==> src/spm_pkg.sv <==
// Operation
// RQ1 - Control bit 2 picks role: 0 makes the port master, 1 slave.
// RQ2 - Software changes the role bit only while the port is disabled.
// RQ3 - Control bit 1 enables the port; 0 stops all serial operation.
// RQ4 - Software clears the enable before reprogramming any control register.
// RQ5 - Bit 3 set in slave role: the transmit pin is never driven.
// RQ6 - With tied transmit lines the master enables only one slave's output.
// RQ7 - Bits 31 to 4 are read-only; software leaves them unchanged.
// RQ8 - Bit 0 set routes transmit shifter output into the receive shifter.
// RQ9 - Disabling the port does not empty the transmit or receive queues.
// RQ10 - While disabled, no frames start; clock and frame outputs stay idle.
`default_nettype none
package spm_pkg;
  localparam logic [11:0] CTRL_ONE_OFFSET = 12'h004;
  localparam int          LOOPBACK_BIT    = 0;
  localparam int          ENABLE_BIT      = 1;
  localparam int          ROLE_BIT        = 2;
  localparam int          SOD_BIT         = 3;
  localparam int          CTRL_WIDTH      = 4;
  localparam logic [3:0]  CTRL_RESET      = 4'h0;
  localparam int          DATA_BITS       = 8;
  localparam logic [7:0]  CLK_DIV         = 8'h04;
endpackage
`default_nettype wire

==> src/spm_shifter.sv <==
// The implementer's own choice: register access over APB.
`timescale 1ns/1ps
`default_nettype none
// Serial engine: fixed mode 0, MSB first; master or slave as selected
module spm_shifter #(
  parameter int NBITS = spm_pkg::DATA_BITS
) (
  // Clock and reset
  input  wire logic             pclk,
  input  wire logic             presetn,
  // Control
  input  wire logic             enable,
  input  wire logic             slave_role,
  input  wire logic             loopback,
  input  wire logic             slave_output_disable,
  // Word exchange
  input  wire logic             tx_valid,
  input  wire logic [NBITS-1:0] tx_word,
  output logic                  tx_ready,
  output logic                  rx_valid,
  output logic      [NBITS-1:0] rx_word,
  output logic                  busy,
  // Serial pins
  output logic                  sclk_o,
  output logic                  sclk_oe_n,
  input  wire logic             sclk_i,
  output logic                  frame_o,
  output logic                  frame_oe_n,
  input  wire logic             frame_i,
  output logic                  tx_o,
  output logic                  tx_oe_n,
  input  wire logic             rx_i
);
  typedef enum logic [1:0] {ST_IDLE, ST_LOW, ST_HIGH} spm_state_e;
  localparam int CW = $clog2(NBITS + 1);

  spm_state_e       state, next_state;
  logic [7:0]       div, next_div;
  logic [CW-1:0]    cnt, next_cnt;
  logic [NBITS-1:0] txsh, next_txsh;
  logic [NBITS-1:0] rxsh, next_rxsh;
  logic             sck_q, next_sck_q;
  logic             fr_q, next_fr_q;
  logic             rxv, next_rxv;
  logic [NBITS-1:0] rxw, next_rxw;
  logic             sin;
  logic             tick;

  // Loopback takes the serial input straight from our own shifter
  assign sin  = loopback ? txsh[NBITS-1] : rx_i; // RQ8
  assign tick = (div == spm_pkg::CLK_DIV - 8'h01);

  always_comb
  begin
    next_state = state;
    next_div   = div;
    next_cnt   = cnt;
    next_txsh  = txsh;
    next_rxsh  = rxsh;
    next_sck_q = sck_q;
    next_fr_q  = fr_q;
    next_rxv   = 1'b0;
    next_rxw   = rxw;
    tx_ready   = 1'b0;
    case (state)
      ST_IDLE:
      begin
        next_div = 8'h00;
        // Master starts frames only when enabled and data waits
        if (enable && !slave_role && tx_valid) // RQ3 RQ10
        begin
          tx_ready   = 1'b1;
          next_txsh  = tx_word;
          next_cnt   = CW'(NBITS);
          next_fr_q  = 1'b0;
          next_state = ST_LOW;
        end
        else if (enable && slave_role && !frame_i) // RQ1
        begin
          tx_ready   = tx_valid;
          next_txsh  = tx_valid ? tx_word : '0;
          next_cnt   = CW'(NBITS);
          next_state = ST_LOW;
        end
      end
      ST_LOW, ST_HIGH:
      begin
        if (!enable)
        begin
          // Disable aborts the frame; queued words outside stay put
          next_state = ST_IDLE; // RQ3 RQ9
          next_sck_q = 1'b0;
          next_fr_q  = 1'b1;
        end
        else if (slave_role)
        begin
          if (frame_i)
            next_state = ST_IDLE;
          else if (state == ST_LOW && sclk_i)
          begin
            next_rxsh  = {rxsh[NBITS-2:0], sin};
            next_state = ST_HIGH;
          end
          else if (state == ST_HIGH && !sclk_i)
          begin
            next_txsh = {txsh[NBITS-2:0], 1'b0};
            next_cnt  = cnt - CW'(1);
            if (cnt == CW'(1))
            begin
              next_rxv   = 1'b1;
              next_rxw   = rxsh;
              next_state = ST_IDLE;
            end
            else
              next_state = ST_LOW;
          end
        end
        else
        begin
          next_div = tick ? 8'h00 : div + 8'h01;
          if (tick && state == ST_LOW)
          begin
            next_sck_q = 1'b1;
            next_rxsh  = {rxsh[NBITS-2:0], sin};
            next_state = ST_HIGH;
          end
          else if (tick)
          begin
            next_sck_q = 1'b0;
            next_txsh  = {txsh[NBITS-2:0], 1'b0};
            next_cnt   = cnt - CW'(1);
            if (cnt == CW'(1))
            begin
              next_rxv   = 1'b1;
              next_rxw   = rxsh;
              next_fr_q  = 1'b1;
              next_state = ST_IDLE;
            end
            else
              next_state = ST_LOW;
          end
        end
      end
      default: next_state = ST_IDLE;
    endcase
  end

  always_ff @(posedge pclk or negedge presetn)
  begin
    if (!presetn)
    begin
      state <= ST_IDLE;
      div   <= 8'h00;
      cnt   <= '0;
      txsh  <= '0;
      rxsh  <= '0;
      sck_q <= 1'b0;
      fr_q  <= 1'b1;
      rxv   <= 1'b0;
      rxw   <= '0;
    end
    else
    begin
      state <= next_state;
      div   <= next_div;
      cnt   <= next_cnt;
      txsh  <= next_txsh;
      rxsh  <= next_rxsh;
      sck_q <= next_sck_q;
      fr_q  <= next_fr_q;
      rxv   <= next_rxv;
      rxw   <= next_rxw;
    end
  end

  assign rx_valid   = rxv;
  assign rx_word    = rxw;
  assign busy       = (state != ST_IDLE);
  assign sclk_o     = sck_q;
  assign frame_o    = fr_q;
  assign sclk_oe_n  = slave_role;
  assign frame_oe_n = slave_role;
  assign tx_o       = txsh[NBITS-1];
  // Slave with output disable never drives; loopback keeps the pin quiet too
  assign tx_oe_n    = loopback || !enable || (slave_role && (slave_output_disable || frame_i)); // RQ5 RQ8

  property p_sod_quiet;
    @(posedge pclk) disable iff (!presetn) (slave_role && slave_output_disable) |-> tx_oe_n;
  endproperty
  a_sod_quiet: assert property (p_sod_quiet) else $error("slave drove transmit pin"); // RQ5
endmodule
`default_nettype wire

==> src/spm_top.sv <==
`timescale 1ns/1ps
`default_nettype none
// APB slave holding the second control register and driving the serial engine
module spm_top #(
  parameter int NBITS = spm_pkg::DATA_BITS
) (
  // APB
  input  wire logic        pclk,
  input  wire logic        presetn,
  input  wire logic        psel,
  input  wire logic        penable,
  input  wire logic        pwrite,
  input  wire logic [11:0] paddr,
  input  wire logic [31:0] pwdata,
  output logic      [31:0] prdata,
  output logic             pready,
  output logic             pslverr,
  // Word source and sink
  input  wire logic             tx_valid,
  input  wire logic [NBITS-1:0] tx_word,
  output logic                  tx_ready,
  output logic                  rx_valid,
  output logic      [NBITS-1:0] rx_word,
  output logic                  busy,
  // Serial pins
  output logic             sclk_o,
  output logic             sclk_oe_n,
  input  wire logic        sclk_i,
  output logic             frame_o,
  output logic             frame_oe_n,
  input  wire logic        frame_i,
  output logic             tx_o,
  output logic             tx_oe_n,
  input  wire logic        rx_i
);
  logic [spm_pkg::CTRL_WIDTH-1:0] ctrl, next_ctrl;
  logic [31:0]                    rdq, next_rdq;
  logic                           hit, wr, rd;

  assign hit = (paddr == spm_pkg::CTRL_ONE_OFFSET);
  assign wr  = psel && penable && pwrite;
  assign rd  = psel && !penable && !pwrite;

  always_comb
  begin
    next_ctrl = ctrl;
    next_rdq  = rdq;
    // Only bits 3:0 are stored; upper bits ignore writes
    if (wr && hit)
      next_ctrl = pwdata[spm_pkg::CTRL_WIDTH-1:0]; // RQ1 RQ3 RQ7
    if (rd)
      next_rdq = hit ? {28'h0000000, ctrl} : 32'h00000000; // RQ7
  end

  always_ff @(posedge pclk or negedge presetn)
  begin
    if (!presetn)
    begin
      ctrl <= spm_pkg::CTRL_RESET;
      rdq  <= 32'h00000000;
    end
    else
    begin
      ctrl <= next_ctrl;
      rdq  <= next_rdq;
    end
  end

  assign prdata  = rdq;
  assign pready  = 1'b1;
  assign pslverr = psel && penable && !hit;

  spm_shifter #(
    .NBITS(NBITS)
  ) u_shift (
    .pclk      (pclk),
    .presetn   (presetn),
    .enable    (ctrl[spm_pkg::ENABLE_BIT]),
    .slave_role(ctrl[spm_pkg::ROLE_BIT]),
    .loopback  (ctrl[spm_pkg::LOOPBACK_BIT]),
    .slave_output_disable       (ctrl[spm_pkg::SOD_BIT]),
    .tx_valid  (tx_valid),
    .tx_word   (tx_word),
    .tx_ready  (tx_ready),
    .rx_valid  (rx_valid),
    .rx_word   (rx_word),
    .busy      (busy),
    .sclk_o    (sclk_o),
    .sclk_oe_n (sclk_oe_n),
    .sclk_i    (sclk_i),
    .frame_o   (frame_o),
    .frame_oe_n(frame_oe_n),
    .frame_i   (frame_i),
    .tx_o      (tx_o),
    .tx_oe_n   (tx_oe_n),
    .rx_i      (rx_i)
  );

  property p_write_takes;
    @(posedge pclk) disable iff (!presetn)
    (wr && hit) |=> (ctrl == $past(pwdata[spm_pkg::CTRL_WIDTH-1:0]));
  endproperty
  a_write_takes: assert property (p_write_takes) else $error("write lost"); // RQ3

  property p_upper_zero;
    @(posedge pclk) disable iff (!presetn) prdata[31:4] == 28'h0000000;
  endproperty
  a_upper_zero: assert property (p_upper_zero) else $error("reserved bits set"); // RQ7

  property p_disabled_idle;
    @(posedge pclk) disable iff (!presetn)
    (!ctrl[spm_pkg::ENABLE_BIT] && !busy) |-> (frame_o && !sclk_o && !tx_ready);
  endproperty
  a_disabled_idle: assert property (p_disabled_idle) else $error("activity while off"); // RQ10

  property p_abort;
    @(posedge pclk) disable iff (!presetn) (!ctrl[spm_pkg::ENABLE_BIT] && busy) |=> !busy;
  endproperty
  a_abort: assert property (p_abort) else $error("frame not stopped"); // RQ3

  property p_master_drives;
    @(posedge pclk) disable iff (!presetn) !ctrl[spm_pkg::ROLE_BIT] |-> !sclk_oe_n;
  endproperty
  a_master_drives: assert property (p_master_drives) else $error("master clock off"); // RQ1

  property p_slave_listens;
    @(posedge pclk) disable iff (!presetn)
    ctrl[spm_pkg::ROLE_BIT] |-> (sclk_oe_n && frame_oe_n);
  endproperty
  a_slave_listens: assert property (p_slave_listens) else $error("slave drove clock"); // RQ1

  property p_sod;
    @(posedge pclk) disable iff (!presetn)
    (ctrl[spm_pkg::ROLE_BIT] && ctrl[spm_pkg::SOD_BIT]) |-> tx_oe_n;
  endproperty
  a_sod: assert property (p_sod) else $error("disabled slave output driven"); // RQ5

  property p_loop;
    @(posedge pclk) disable iff (!presetn) ctrl[spm_pkg::LOOPBACK_BIT] |-> tx_oe_n;
  endproperty
  a_loop: assert property (p_loop) else $error("pin driven in loopback"); // RQ8

  c_master: cover property (@(posedge pclk) disable iff (!presetn)
    rx_valid && !ctrl[spm_pkg::ROLE_BIT]);
  c_slave: cover property (@(posedge pclk) disable iff (!presetn)
    rx_valid && ctrl[spm_pkg::ROLE_BIT]);
  c_loop: cover property (@(posedge pclk) disable iff (!presetn)
    rx_valid && ctrl[spm_pkg::LOOPBACK_BIT]);
endmodule
`default_nettype wire

==> config.mk <==
export PLATFORM = sky130hd
export DESIGN_NAME = spm_top
export DESIGN_NICKNAME = d
export VERILOG_FILES = /design/src/spm_pkg.sv /design/src/spm_shifter.sv /design/src/spm_top.sv
export SDC_FILE = /design/constraint.sdc
export NUM_CORES = 1
export LEC_CHECK = 0
export ABC_AREA = 0
export BUFFER_PORTS_ARGS = -buffer_cell sky130_fd_sc_hd__buf_2
export CORE_ASPECT_RATIO = 2
export CORE_MARGIN = 2
export CORE_UTILIZATION = 45
export DETAILED_ROUTE_END_ITERATION = 12
export PLACE_DENSITY_LB_ADDON = 0.05
export SLEW_MARGIN = 10
export SYNTH_ARGS = -nofsm -noshare
export SYNTH_HDL_FRONTEND = slang
export SYNTH_SLANG_ARGS = --single-unit
==> constraint.sdc <==
create_clock -name pclk -period 2.7 [get_ports pclk]
set_input_delay 0.27 -clock pclk [delete_from_list [all_inputs] [get_ports pclk]]
set_output_delay 0.27 -clock pclk [all_outputs]
set_load 0.005 [all_outputs]
==> results.txt <==
* Clock latency of the later-clocked register in the worst-skew pair: around 300 ps
- Util after Layout: 0.525
- Count of placed standard cells in the final layout, fillers left out: ~420
* Clock tree from TritonCTS: done
* Arr. time, crit path: between 2000 and 2500 ps
- Die height: approximately 120 um
* First DRT Iteration DRCs: 92
* Routed length per instance: around 15 um
* Placed cells: between 400 and 500
* Routed wire length: ~6200 um
* Fraction of registers with async set or reset after synthesis: 1.00
- In the post-synthesis netlist, the cell with the most instances is sky130_fd_sc_hd__dfrtp_1.
* Leakage power summed over all cells: approximately 0.0016 uW
* Post-synthesis average cell area: approximately 10 um^2
- Detailed placement ended at an HPWL of ~4800 um.
- Cell type contributing the most total cell area after synthesis: sky130_fd_sc_hd__dfrtp_1
- Fraction of layout cells with a size suffix above 1: 0.309
- First drt pass iteration count: 4
- The critical path is of the reg2reg type.
- Final antenna diode count: 0
- Cell at the root of the clock tree: sky130_fd_sc_hd__clkbuf_16
* Syn-to-layout area delta: 14.8%
* Number of nets in the final layout: 400
- Hold Path Class: in2reg
- Clock-pin transition on the worst setup and hold timing paths: ~70 ps
- Post-Synthesis Cells: between 200 and 300
- The first global-routing pass estimated approximately 10000 um of wire.
- Worst setup skew after layout: 9.75 ps
- In the routed design, unresolved DRC markers number 0.
* Maximum Capacitance Violations: 0
- After synthesis the netlist holds a flip-flop and latch count of between 40 and 50.
- Residual overflow from global routing: 0
- Maximum fanout along the worst path: 12
- Worst relative slew slack: 0.450
- In this run the number of H-tree levels came out at 2.
- Dominant cells by area after synthesis: sky130_fd_sc_hd__dfrtp_1, sky130_fd_sc_hd__mux2_2, sky130_fd_sc_hd__buf_4
- Area of the mapped netlist: 0.00287 mm^2
- Pwr per Cell Area: approximately 760 mW/mm^2
- Final Max Slew Viols: 0
- Of the post-synthesis cell area, the dominant cell type holds 0.419.
- Number of buffers created by CTS: 5
* Worst IR drop on VDD: between 0.0005 and 0.0006 V
- Result of the run: completed
* Switch share: 0.326
* Internal power consumption: ~1700 uW
- I/O pin count: 112
* Least setup slack across all paths after layout: between 300 and 400 ps
* TritonCTS sink count: 49
- Share of total power in sequential cells: 0.366
- Area of the die: just over 0.007 mm^2
- Most used DFF post-synth: sky130_fd_sc_hd__dfrtp_1
- Across every metal layer, demand over resource in global routing totals 0.195.
* Average via count per standard cell: around 5.2
- Adding up every negative setup slack in the final design gives 0 ps.
* Required arrival time at the worst endpoint: 2880 ps
* Vias after detailed routing: 2182
* Setup violators final: 0
- Count of nets left with antenna violations after detail routing: 0
- Setup repair after global routing left no endpoint under its margin.
- At the pin with the least slew margin, the transition time is roughly 820 ps.
- OpenSTA, run right after detailed placement, puts the worst setup slack at about 400 ps.
- Post-synth EDFFs: 0
- Buffers placed on the I/O ports in this run total 54.
- The initial antenna violation count came to 0.
- In this run the deepest clock path goes through 2 buffers.
- The worst path in the final design needs a cycle of between 2000 and 2500 ps, including I/O delays and setup.
- Effective utilization at floorplan: 0.458
- Of the total power, combinational logic draws 0.308.
- Counting instances in the post-synthesis netlist gives the leading cell types as sky130_fd_sc_hd__dfrtp_1, sky130_fd_sc_hd__buf_4, sky130_fd_sc_hd__mux2_2.
- In the finished design, the share of the clock period the worst path needs comes to 0.859.
- Core region area: about 0.0063 mm^2
* Routability cong.: about 0.90
- The share of total power dissipated in the clock network is 0.325.
* Number of buffers inserted by post-CTS setup repair: 0
* Post-layout power: 2510 uW
* Switching Power: 818 uW
* Vias in the first global route: roughly 2.2k
- STA classifies the critical path endpoint as a flip-flop.
- During synthesis, Yosys emitted a total of 0 warnings.
* Floorplan die width: 60.4 um
- The final number of hold-violating endpoints is 0.
- For this run, the register share of the synthesized area comes to 0.428.
* Post-synthesis cell type count: 56
- Maximum number of pins on one net before global-route repair: 31
- The worst setup path is launched from a flip-flop.
* Site row count: 41
- Static timing analysis puts the maximum clock frequency at 431 MHz.
-- state kept, by name, summed over array words and instances, names as in the netlist --
| register | flops |
|---|---|
| u_shift.cnt | 4 |
| u_shift.txsh | 8 |
| prdata | 4 |
| ctrl | 4 |
| u_shift.sclk_o | 1 |
| u_shift.rxsh | 8 |
| u_shift.frame_o | 1 |
| u_shift.div | 8 |
| u_shift.state | 2 |
| u_shift.rx_word | 8 |
| u_shift.rx_valid | 1 |
-- repair_timing --
action | 4_1_cts | 5_1_grt
resized for setup | 0 | 0
endpoints found under the hold margin | 18 | 0
hold buffers | 1 | 0
-- final cells by class --
class	count	area (um^2)
clock inverter	3	68.8
timing repair buffer	64	348
inverter	9	33.8
multi-input combinational	203	1380
tap	86	108
sequential	49	1230
fill	631	2970
clock buffer	5	125
-- per-stage QoR --
step	hold WS, ps	cell area (um^2)
after floorplan	-25.6	2970
after global placement	258	3080
after detailed placement	261	3080
after CTS	168	3290
after global routing	194	3290
final	170	3290
-- critical path, cell delays in order, from the launching register on --
cell	delay, ps
sky130_fd_sc_hd__dfrtp_1	390
sky130_fd_sc_hd__inv_1	80
sky130_fd_sc_hd__ha_1	540
sky130_fd_sc_hd__inv_1	110
sky130_fd_sc_hd__o311ai_0	680
sky130_fd_sc_hd__mux2_2	410
-- final timing paths --
| path | startpoint | endpoint | slack [ps] | cells after the start |
|---|---|---|---|---|
| worst max-delay path | u_shift.state[0] | u_shift.state[0] | 380 | 5 |
| worst min-delay path | tx_word[7] | u_shift.txsh[7] | 170 | 3 |
| worst max register to register | u_shift.state[0] | u_shift.state[0] | 380 | 5 |
| worst min register to register | u_shift.rx_word[5] | u_shift.rx_word[5] | 510 | 1 |
| max in group asynchronous | presetn | u_shift.rx_word[1] | 1470 | 3 |
| min in group asynchronous | presetn | u_shift.txsh[1] | 470 | 2 |
-- power groups by stage --
stage	sequential, uW	combinational (uW)	clock (uW)
2_1_floorplan	912	597	0
3_3_place_gp	928	772	0
3_5_place_dp	932	778	0
4_1_cts	919	783	829
5_1_grt	934	883	857
6_report	920	775	817
-- cells by family after synthesis --
kind of cell / count (synthesis) / synth area share
DFF: 49 / 0.428
and+or+nand+nor: 90 / 0.180
buffers and inverters: 53 / 0.126
adders and majority gates: 7 / 0.0306
xor gates and xnor gates: 6 / 0.0183
other: 2 / 0.00262
muxes: 24 / 0.0935
AOI/OAI and AO/OA: 47 / 0.121
-- cells in the final DEF, fill, tap and decap left out, types with 2 or more instances in the layout --
cell type	netlist	final
sky130_fd_sc_hd__o311ai_0	2	2
sky130_fd_sc_hd__nor2_1	9	9
sky130_fd_sc_hd__nor4b_1	2	2
sky130_fd_sc_hd__o21ai_0	6	6
sky130_fd_sc_hd__mux2i_1	2	2
sky130_fd_sc_hd__bufinv_16	0	2
sky130_fd_sc_hd__conb_1	2	29
sky130_fd_sc_hd__o31ai_1	2	2
sky130_fd_sc_hd__nor4_1	5	5
sky130_fd_sc_hd__a22o_1	6	6
sky130_fd_sc_hd__nand4_1	15	15
sky130_fd_sc_hd__nand2_1	20	20
sky130_fd_sc_hd__nor3_1	4	4
sky130_fd_sc_hd__nand2b_1	3	3
sky130_fd_sc_hd__and3_1	8	8
sky130_fd_sc_hd__xor2_1	3	3
sky130_fd_sc_hd__xnor2_1	3	3
sky130_fd_sc_hd__nand3_1	12	12
sky130_fd_sc_hd__buf_2	4	54
sky130_fd_sc_hd__a21oi_1	14	14
sky130_fd_sc_hd__ha_1	7	7
sky130_fd_sc_hd__buf_4	31	9
sky130_fd_sc_hd__nor2b_1	3	3
sky130_fd_sc_hd__clkbuf_16	0	5
sky130_fd_sc_hd__dfrtp_1	48	48
sky130_fd_sc_hd__mux2_2	22	22
sky130_fd_sc_hd__inv_1	9	9
-- metal layers --
metal | global-route usage | share of wire | vias up
met2 | 0.357 | 0.56 | 48
met5 | 0 | 0 | -
met3 | 0.0363 | 0.037 | 5
met4 | 0.0739 | 0.016 | 0
met1 | 0.215 | 0.38 | 1076
li1 | - | - | 1053
(Power assumes the default switching activity.)
